`src/core/reset_strap_pkg.sv`:
```
/*
 * Shared constants and types for the reset strap capture and boot decode block.
 * Assumes one 100 MHz clock and a plain strobe register port on the host side.
 */
// Functional notes
// - latch all straps on power-on reset release
// - watchdog strap low disables, high enables
// - polarity strap sets host strobe active level
// - width strap: low 16-bit, high 8-bit
// - code 0000: host boot, PLL unused
// - host PLL codes set predivide/multiply/select, range
// - code 1000: software SPI boot, no PLL
// - hard reset line is open-drain both ways
// - hard reset alone keeps latched straps
// - PLL bypassed after power-on until software enables
package reset_strap_pkg;

	// ==========================================================
	// timing
	localparam int CLK_MHZ         = 100;   // core clock rate
	localparam int HARD_RESET_LINE_HOLD_NS  = 1000;  // least hard reset drive after power-on release
	localparam int HARD_RESET_LINE_HOLD_CYC = (HARD_RESET_LINE_HOLD_NS * CLK_MHZ + 999) / 1000;
	localparam int HOLD_W          = 8;     // width of the hold counter
	localparam logic [HOLD_W-1:0] HOLD_LAST = HOLD_W'(HARD_RESET_LINE_HOLD_CYC - 1);

	// ==========================================================
	// register map, byte addresses
	localparam int ADDR_W = 8;
	localparam int DATA_W = 32;
	localparam logic [ADDR_W-1:0] REG_STRAPS  = 8'h00;  // latched straps and status
	localparam logic [ADDR_W-1:0] REG_CLOCK   = 8'h04;  // decoded clock setup
	localparam logic [ADDR_W-1:0] REG_CONTROL = 8'h08;  // software PLL enable

	// straps register fields
	localparam int ST_CODE_LSB = 0;   // 4-bit boot code
	localparam int ST_WDOG     = 4;
	localparam int ST_POL      = 5;
	localparam int ST_WIDTH    = 6;
	localparam int ST_VALID    = 7;
	localparam int ST_UNSUP    = 8;
	localparam int ST_SRC_LSB  = 9;   // 2-bit boot source
	localparam int ST_HRST     = 11;  // hard reset being driven
	// clock register fields
	localparam int CK_PREDIV_LSB = 0; // 2 bits
	localparam int CK_MULT_LSB   = 2; // 6 bits
	localparam int CK_SEL_LSB    = 8; // 2 bits
	localparam int CK_RANGE      = 10;
	localparam int CK_USES_PLL   = 11;
	localparam int CK_BYPASS     = 12;
	// control register fields
	localparam int CT_PLL_EN     = 0;

	// ==========================================================
	// boot codes
	localparam logic [3:0] BOOT_HOST_DIRECT = 4'h0;
	localparam logic [3:0] BOOT_HOST_P5     = 4'h5;
	localparam logic [3:0] BOOT_HOST_P2     = 4'h2;
	localparam logic [3:0] BOOT_HOST_P7     = 4'h7;
	localparam logic [3:0] BOOT_HOST_P4     = 4'h4;
	localparam logic [3:0] BOOT_SPI_SW      = 4'h8;

	// ==========================================================
	// types
	typedef enum logic [1:0] {SRC_HOST, SRC_SPI, SRC_NONE} bootSrc_t;

	typedef struct packed {
		logic [3:0] bootCode;    // boot select straps
		logic       wdog;        // watchdog enable strap
		logic       pol;         // host strobe polarity strap
		logic       width;       // host width strap
	} strapBundle_t;

	typedef struct packed {
		logic [1:0] predivide;
		logic [5:0] multiply;
		logic [1:0] clkSel;      // clock source select
		logic       range;       // pll range bit
		logic       usesPll;
	} clockCfg_t;

	typedef struct packed {
		bootSrc_t   src;
		clockCfg_t  cfg;
		logic       unsupported;
	} bootDecode_t;

	// ==========================================================
	// boot code table
	function automatic bootDecode_t decodeBoot(input logic [3:0] code);
		bootDecode_t d;
		d = '{src: SRC_NONE, cfg: '0, unsupported: 1'b1};
		case (code)
			BOOT_HOST_DIRECT: d = '{SRC_HOST, '{2'h0, 6'h00, 2'h0, 1'b0, 1'b0}, 1'b0};
			BOOT_HOST_P5:     d = '{SRC_HOST, '{2'h1, 6'h0C, 2'h3, 1'b1, 1'b1}, 1'b0};
			BOOT_HOST_P2:     d = '{SRC_HOST, '{2'h2, 6'h20, 2'h1, 1'b1, 1'b1}, 1'b0};
			BOOT_HOST_P7:     d = '{SRC_HOST, '{2'h3, 6'h0C, 2'h3, 1'b1, 1'b1}, 1'b0};
			BOOT_HOST_P4:     d = '{SRC_HOST, '{2'h2, 6'h0C, 2'h3, 1'b1, 1'b1}, 1'b0};
			BOOT_SPI_SW:      d = '{SRC_SPI,  '{2'h0, 6'h00, 2'h0, 1'b0, 1'b0}, 1'b0};
			default:          d = '{src: SRC_NONE, cfg: '0, unsupported: 1'b1};
		endcase
		return d;
	endfunction

endpackage

```
`src/core/pin_sync.sv`:
```
/*
 * Three-stage synchroniser for pin levels with agreement filter.
 * Assumes pins are asynchronous to clk; output changes once stages two and three agree.
 */
`timescale 1ns/1ps
`default_nettype none
module pin_sync #(
	parameter int              WIDTH     = 1,
	parameter logic [WIDTH-1:0] RESET_VAL = '0
) (
	// clock and reset
	input  wire logic             clk,
	input  wire logic             rst_n,
	// pins and filtered levels
	input  wire logic [WIDTH-1:0] pinIn,
	output logic      [WIDTH-1:0] syncOut
);

	// ==========================================================
	// state
	typedef struct packed {
		logic [WIDTH-1:0] s1;      // first stage, read only by s2
		logic [WIDTH-1:0] s2;
		logic [WIDTH-1:0] s3;
		logic [WIDTH-1:0] stable;  // filtered level
	} syncState_t;

	syncState_t state_r;
	syncState_t state_nxt;
	logic [WIDTH-1:0] agree;       // stages two and three match

	// next state: a bit moves only when the last two stages agree
	always_comb begin
		state_nxt        = state_r;
		agree            = ~(state_r.s2 ^ state_r.s3);
		state_nxt.s1     = pinIn;
		state_nxt.s2     = state_r.s1;
		state_nxt.s3     = state_r.s2;
		state_nxt.stable = (state_r.s2 & agree) | (state_r.stable & ~agree);
	end

	// registers; reset loads constants only
	always_ff @(posedge clk or negedge rst_n) begin
		if (!rst_n) begin
			state_r <= '{RESET_VAL, RESET_VAL, RESET_VAL, RESET_VAL};
		end else begin
			state_r <= state_nxt;
		end
	end

	assign syncOut = state_r.stable;

endmodule // pin_sync
`default_nettype wire

```
`src/core/reset_strap_boot_select.sv`:
```
/*
 * Reset strap capture, boot mode decode and open-drain hard reset driver.
 * Assumes strap and reset pins are asynchronous, a 100 MHz clk, and a
 * strobe-style register port whose master never needs a wait state.
 */
`timescale 1ns/1ps
`default_nettype none
module reset_strap_boot_select (
	// clock and reset
	input  wire logic                                clk,
	input  wire logic                                rst_n,
	// board pins
	input  wire logic                                powerOnResetIn_n,
	input  wire logic [3:0]                          bootSelectStraps,
	input  wire logic                                watchdogEnableStrap,
	input  wire logic                                hostStrobePolarityStrap,
	input  wire logic                                hostWidthStrap,
	// hard reset line, open-drain
	input  wire logic                                hardResetLineIn_n,
	output logic                                     hardResetLineOut,
	output logic                                     hardResetLineOe_n,
	// register port
	input  wire logic [reset_strap_pkg::ADDR_W-1:0]  regAddr,
	input  wire logic [reset_strap_pkg::DATA_W-1:0]  regWrData,
	input  wire logic                                regWrStrobe,
	input  wire logic                                regRdStrobe,
	output logic      [reset_strap_pkg::DATA_W-1:0]  regRdData,
	// decoded configuration
	output logic                                     strapsValid,
	output logic                                     watchdogEnable,
	output logic                                     hostStrobeActiveHigh,
	output logic                                     hostPort8Bit,
	output reset_strap_pkg::bootSrc_t                bootSource,
	output logic                                     bootCodeUnsupported,
	output reset_strap_pkg::clockCfg_t               clockConfig,
	output logic                                     pllBypass
);

	// ==========================================================
	// types and state
	typedef enum logic [1:0] {PH_POR, PH_HOLD, PH_RUN} phase_t;

	typedef struct packed {
		phase_t                                phase;
		logic [reset_strap_pkg::HOLD_W-1:0]    holdCount;   // hard reset stretch
		logic                                  porPrev;     // last filtered release level
		reset_strap_pkg::strapBundle_t         straps;      // latched straps
		logic                                  valid;       // straps captured once
		reset_strap_pkg::clockCfg_t            clock;       // decoded clock setup
		reset_strap_pkg::bootSrc_t             source;
		logic                                  unsupported;
		logic                                  pllEnable;   // software request
		logic                                  bypass;
		logic                                  hrstOe_n;
		logic                                  hrstOut;
		logic [reset_strap_pkg::DATA_W-1:0]    rdData;
	} state_t;

	state_t state_r;
	state_t state_nxt;

	// filtered pins
	reset_strap_pkg::strapBundle_t strapSyncd;   // straps after filter
	logic                          porSyncd;     // high once power-on reset is released
	logic                          hrstSyncd_n;  // hard reset line level
	logic [1:0]                    ctlSyncd;     // {por, hard reset} filtered
	logic                          porRise;      // release edge of power-on reset
	reset_strap_pkg::bootDecode_t  decoded;      // table lookup of incoming code

	// ==========================================================
	// pin synchronisers
	// straps and reset pins share the same latency so the capture stays aligned
	pin_sync #(
		.WIDTH     (7),
		.RESET_VAL (7'h00)
	) strapSync (
		.clk     (clk),
		.rst_n   (rst_n),
		.pinIn   ({bootSelectStraps, watchdogEnableStrap,
		           hostStrobePolarityStrap, hostWidthStrap}),
		.syncOut (strapSyncd)
	);

	// reset pins come up as asserted power-on, released hard reset line
	pin_sync #(
		.WIDTH     (2),
		.RESET_VAL (2'h1)
	) ctlSync (
		.clk     (clk),
		.rst_n   (rst_n),
		.pinIn   ({powerOnResetIn_n, hardResetLineIn_n}),
		.syncOut (ctlSyncd)
	);

	assign porSyncd    = ctlSyncd[1];
	assign hrstSyncd_n = ctlSyncd[0];

	// ==========================================================
	// next state
	always_comb begin
		state_nxt         = state_r;
		porRise           = porSyncd & ~state_r.porPrev;
		decoded           = reset_strap_pkg::decodeBoot(strapSyncd.bootCode);
		state_nxt.porPrev = porSyncd;
		state_nxt.hrstOut = 1'b0;                     // open-drain: only ever pulls low
		state_nxt.rdData  = '0;

		// sequencing of the hard reset drive
		case (state_r.phase)
			PH_POR: begin
				// hold hard reset low while power-on reset is asserted
				state_nxt.hrstOe_n  = 1'b0;
				state_nxt.pllEnable = 1'b0;           // back to bypass on power-on
				if (porRise) begin
					// straps captured only here, never on hard reset
					state_nxt.straps      = strapSyncd;
					state_nxt.valid       = 1'b1;
					state_nxt.clock       = decoded.cfg;
					state_nxt.source      = decoded.src;
					state_nxt.unsupported = decoded.unsupported;
					state_nxt.holdCount   = '0;
					state_nxt.phase       = PH_HOLD;
				end
			end
			PH_HOLD: begin
				// stretch the hard reset past the release so others see it
				state_nxt.hrstOe_n  = 1'b0;
				state_nxt.holdCount = state_r.holdCount + 1'b1;
				if (!porSyncd) begin
					state_nxt.phase = PH_POR;
				end else if (state_r.holdCount == reset_strap_pkg::HOLD_LAST) begin
					state_nxt.hrstOe_n = 1'b1;        // let the pull-up take over
					state_nxt.phase    = PH_RUN;
				end
			end
			PH_RUN: begin
				state_nxt.hrstOe_n = 1'b1;
				if (!porSyncd) begin
					state_nxt.phase    = PH_POR;
					state_nxt.hrstOe_n = 1'b0;
				end else if (!hrstSyncd_n) begin
					// external hard reset: clocks fall back, straps stay
					state_nxt.pllEnable = 1'b0;
				end
			end
			default: begin
				state_nxt.phase    = PH_POR;
				state_nxt.hrstOe_n = 1'b0;
			end
		endcase

		// software write; ignored while any reset holds the block
		if (regWrStrobe && (state_r.phase == PH_RUN) && hrstSyncd_n && porSyncd) begin
			if (regAddr == reset_strap_pkg::REG_CONTROL) begin
				state_nxt.pllEnable = regWrData[reset_strap_pkg::CT_PLL_EN];
			end
		end

		// pll only leaves bypass when software asks and the mode uses it
		state_nxt.bypass = ~(state_nxt.pllEnable & state_nxt.clock.usesPll);

		// read data stands one cycle after the strobe; unmapped reads zero
		if (regRdStrobe) begin
			case (regAddr)
				reset_strap_pkg::REG_STRAPS: begin
					state_nxt.rdData[reset_strap_pkg::ST_CODE_LSB +: 4] = state_r.straps.bootCode;
					state_nxt.rdData[reset_strap_pkg::ST_WDOG]   = state_r.straps.wdog;
					state_nxt.rdData[reset_strap_pkg::ST_POL]    = state_r.straps.pol;
					state_nxt.rdData[reset_strap_pkg::ST_WIDTH]  = state_r.straps.width;
					state_nxt.rdData[reset_strap_pkg::ST_VALID]  = state_r.valid;
					state_nxt.rdData[reset_strap_pkg::ST_UNSUP]  = state_r.unsupported;
					state_nxt.rdData[reset_strap_pkg::ST_SRC_LSB +: 2] = state_r.source;
					state_nxt.rdData[reset_strap_pkg::ST_HRST]   = ~state_r.hrstOe_n;
				end
				reset_strap_pkg::REG_CLOCK: begin
					state_nxt.rdData[reset_strap_pkg::CK_PREDIV_LSB +: 2] = state_r.clock.predivide;
					state_nxt.rdData[reset_strap_pkg::CK_MULT_LSB +: 6]   = state_r.clock.multiply;
					state_nxt.rdData[reset_strap_pkg::CK_SEL_LSB +: 2]    = state_r.clock.clkSel;
					state_nxt.rdData[reset_strap_pkg::CK_RANGE]    = state_r.clock.range;
					state_nxt.rdData[reset_strap_pkg::CK_USES_PLL] = state_r.clock.usesPll;
					state_nxt.rdData[reset_strap_pkg::CK_BYPASS]   = state_r.bypass;
				end
				reset_strap_pkg::REG_CONTROL: begin
					state_nxt.rdData[reset_strap_pkg::CT_PLL_EN] = state_r.pllEnable;
				end
				default: begin
					state_nxt.rdData = '0;
				end
			endcase
		end
	end

	// ==========================================================
	// registers; reset leaves the line driven and the pll bypassed
	always_ff @(posedge clk or negedge rst_n) begin
		if (!rst_n) begin
			state_r <= '{
				phase:       PH_POR,
				holdCount:   '0,
				porPrev:     1'b0,
				straps:      '0,
				valid:       1'b0,
				clock:       '0,
				source:      reset_strap_pkg::SRC_NONE,
				unsupported: 1'b0,
				pllEnable:   1'b0,
				bypass:      1'b1,
				hrstOe_n:    1'b0,
				hrstOut:     1'b0,
				rdData:      '0
			};
		end else begin
			state_r <= state_nxt;
		end
	end

	// ==========================================================
	// outputs, all straight from flops
	assign hardResetLineOut     = state_r.hrstOut;
	assign hardResetLineOe_n    = state_r.hrstOe_n;
	assign regRdData            = state_r.rdData;
	assign strapsValid          = state_r.valid;
	assign watchdogEnable       = state_r.straps.wdog;
	assign hostStrobeActiveHigh = state_r.straps.pol;
	assign hostPort8Bit         = state_r.straps.width;
	assign bootSource           = state_r.source;
	assign bootCodeUnsupported  = state_r.unsupported;
	assign clockConfig          = state_r.clock;
	assign pllBypass            = state_r.bypass;
endmodule // reset_strap_boot_select
`default_nettype wire

```
`config.mk`:
```
export PLATFORM = sky130hd
export DESIGN_NAME = reset_strap_boot_select
export DESIGN_NICKNAME = d
export VERILOG_FILES = /design/src/core/reset_strap_pkg.sv /design/src/core/pin_sync.sv /design/src/core/reset_strap_boot_select.sv
export SDC_FILE = /design/constraint.sdc
export NUM_CORES = 1
export LEC_CHECK = 0
export ABC_AREA = 1
export BUFFER_PORTS_ARGS = -buffer_cell sky130_fd_sc_hd__buf_2
export CAP_MARGIN = 20
export CORE_AREA = 2 2 96 98
export DETAILED_ROUTE_END_ITERATION = 10
export DIE_AREA = 0 0 98 100
export PLACE_DENSITY_LB_ADDON = 0.2
export SYNTH_ARGS = -nofsm -noshare
export SYNTH_HDL_FRONTEND = slang
export SYNTH_SLANG_ARGS = --single-unit
```
`constraint.sdc`:
```
create_clock -name clk -period 2.1 [get_ports clk]
set_clock_uncertainty 0.2 [all_clocks]
set_input_delay 0.105 -clock clk [delete_from_list [all_inputs] [get_ports clk]]
set_output_delay 0.105 -clock clk [all_outputs]
set_load 0.03 [all_outputs]
```
==> metrics.csv <==
metric,value,unit
outcome,"finished, final reports clean",
"most used cell, CP",inv_1,
syn_area_per_cell,10.1,sq um
Peak VDD IR,303,uV
"Reg clk slew, reported paths",80,ps
post-synthesis sequential area ratio,0.589,
worst hold margin,15.1,ps
Cells after Synth,339,
Async SR Flop Fraction,1.00,
CP required,2140,ps
"Max FO, Critical Path",6,
Leakage,2.02,nW
maxcap violations,0,
"Slew Viols, Final",0,
layout cells sized above 1,0.221,
Tcrit/Tclk final,0.938,
router iterations before antenna repair,4,
total gr overflow,0,
routed wire length,5470,microns
P&R area growth vs syn,14.4,%
Tot GR Track Use,0.120,
critical path class,flop to flop,
synthesized cell area,3410,sq um
Fmax,507,MHz
vias in the first global route,1997,
post-route ant nets,0,
CP max stage delay,570,ps
Root Buffer,clkbuf_8,
Clock Path Buffers,2,
nets@finish,451,
clock sink count,80,
"Top FF cell, synth",dfrtp_1,
CP Data Arrival Time,2010,ps
CP top delay family,buffers and inverters,
ANT cells,0,
TritonCTS buffer count,9,
CP bufs+invs,3,
"Setup violations, final",0,
largest net degree at the start of global routing,45,
CP max stage cell,dlygate4sd3_1,
min cycle time layout,1970,ps
row cnt,35,
DRC errors left,0,
IO Count,107,
Pwr Total,3.98,mW
Die Height,100,microns
pwr/cell area,1020,nW/um^2
initial antenna violation count,0,
Initial Util,0.384,
TritonCTS clock tree,built,
#FFs+latches synth,80,
Startpoint Class,flop,
"Clk Latency, worst-skew pair",340,ps
first-pass GRT wire length,9350,microns
Worst setup EP type,flop,
DRT iter0 DRCs,77,
Detail Placement HPWL,3910,microns
vias per cell,4.33,
Vias,2209,
hold crit path type,primary input to flop,
die area,9800,sq um
number of port buffers,52,
die width,98,microns
Hold Fails Final Rpt,0,
RSZ-0062 raised after global routing,no,
"Distinct cells, synth",31,
post-DR wirelength/cell,10.7,microns
"EDFF count, synth",0,
Yosys warnings,0,
"Cell Chain, Critical Path","inv_1, ha_1, nand2_2, nor2_4, nand3b_1, dlygate4sd3_1, nand2_1, inv_1",
H-tree Lvls,3,
GPL Wtd Cong,0.765,
core area,8890,sq um
setup TNS,0,ps
==> final cells by class <==
cell class	count	area, sq um
Multi-Input combinational cell	196	980
Clock inverter	5	33.8
Timing Repair Buffer	73	475
Clock buffer	11	131
Sequential cell	80	2010
Fill cell	888	4990
Tap cell	111	139
Inverter	34	131
==> through the flow <==
stage / utilization / setup WS (ps) / instances / instance area, sq um
after floorplan: - / 518 / 361 / 3490
after detailed placement: 0.400 / 327 / 477 / 3550
final: 0.439 / 129 / 510 / 3900
after global routing: 0.439 / 12.6 / 510 / 3900
after global placement: 0.400 / 353 / 477 / 3550
after CTS: 0.437 / 31.1 / 510 / 3890
==> layout by cell type, fill, tap and decap left out, drive strengths merged <==
cell         netlist  routed
dfrtp             74      74
dfstp              6       6
ha                 4       4
nand4              4       4
nor2              21      21
nor3               3       3
conb               1      23
o21ai             19      19
clkinv             1       4
o21a               4       4
o31ai              1       1
dlygate4sd3        0      17
nand3             25      25
nand3b             1       1
o21bai             1       1
inv               33      33
clkinvlp           0       2
and3               1       1
maj3               9       9
nand2             76      76
buf               50      56
a21oi              4       4
clkbuf             1      11
==> power breakdown <==
group	switching, mW	internal (mW)
clock network	0.524	0.427
registers	0.169	1.77
logic	0.751	0.340
==> metal layers <==
layer / GRT usage / share of wire
met5: 0 / 0
met4: 0.0673 / 0.019
met3: 0.0286 / 0.056
met2: 0.182 / 0.45
met1: 0.159 / 0.47
==> synthesized netlist by cell type (4+ instances only) <==
master / count / share of area
nand3_1: 24 / 0.035
dfrtp_1: 74 / 0.54
o21ai_1: 4 / 0.0059
maj3_1: 9 / 0.026
ha_1: 4 / 0.015
o21a_1: 4 / 0.0088
buf_4: 47 / 0.10
o21ai_0: 13 / 0.019
dfstp_2: 6 / 0.046
nand2_1: 76 / 0.084
a21oi_1: 4 / 0.0059
nand4_1: 4 / 0.0073
nor2_1: 20 / 0.022
inv_1: 31 / 0.034
==> repair_timing <==
| action | 4_1_cts | 5_1_grt |
|---|---|---|
| endpoints found under the setup margin | 0 | 6 |
| resized for setup | 0 | 4 |
| endpoints found under the hold margin | 96 | 0 |
| buffers inserted | 0 | 0 |
| hold buffers | 17 | 0 |
==> logic make-up (layout without fill, tap and decap cells) <==
family / Yosys count / in the layout / synth area share
compound gates: 29 / 29 / 0.0528
buf+inv: 85 / 123 / 0.151
other cells: 1 / 23 / 0.00110
fa+ha+maj: 13 / 13 / 0.0411
simple gates: 131 / 131 / 0.164
flops: 80 / 80 / 0.589
==> worst register-to-register path: stages (launching register included) <==
cell	delay, ps
dfrtp_1	410
inv_1	90
ha_1	180
nand2_2	120
nor2_4	130
nand3b_1	70
dlygate4sd3_1	570
nand2_1	70
inv_1	30
==> final timing paths <==
check                                             startpoint                                to  slack (ps)  cells past startpoint
max reg2reg                          state_r[68]$_DFFE_PN0P_             state_r[35]$_DFF_PN0_         130                      8
min in group asynchronous                              rst_n    strapSync.state_r[7]$_DFF_PN0_          70                      2
min                                               regAddr[3]            regRdData[4]$_DFF_PN0_          20                      6
min reg2reg                strapSync.state_nxt[15]$_DFF_PN0_  strapSync.state_nxt[8]$_DFF_PN0_         150                      0
max                                  state_r[68]$_DFFE_PN0P_             state_r[35]$_DFF_PN0_         130                      8
max in group asynchronous                              rst_n    ctlSync.state_nxt[4]$_DFF_PN1_         990                      3
(Power assumes the default switching activity.)
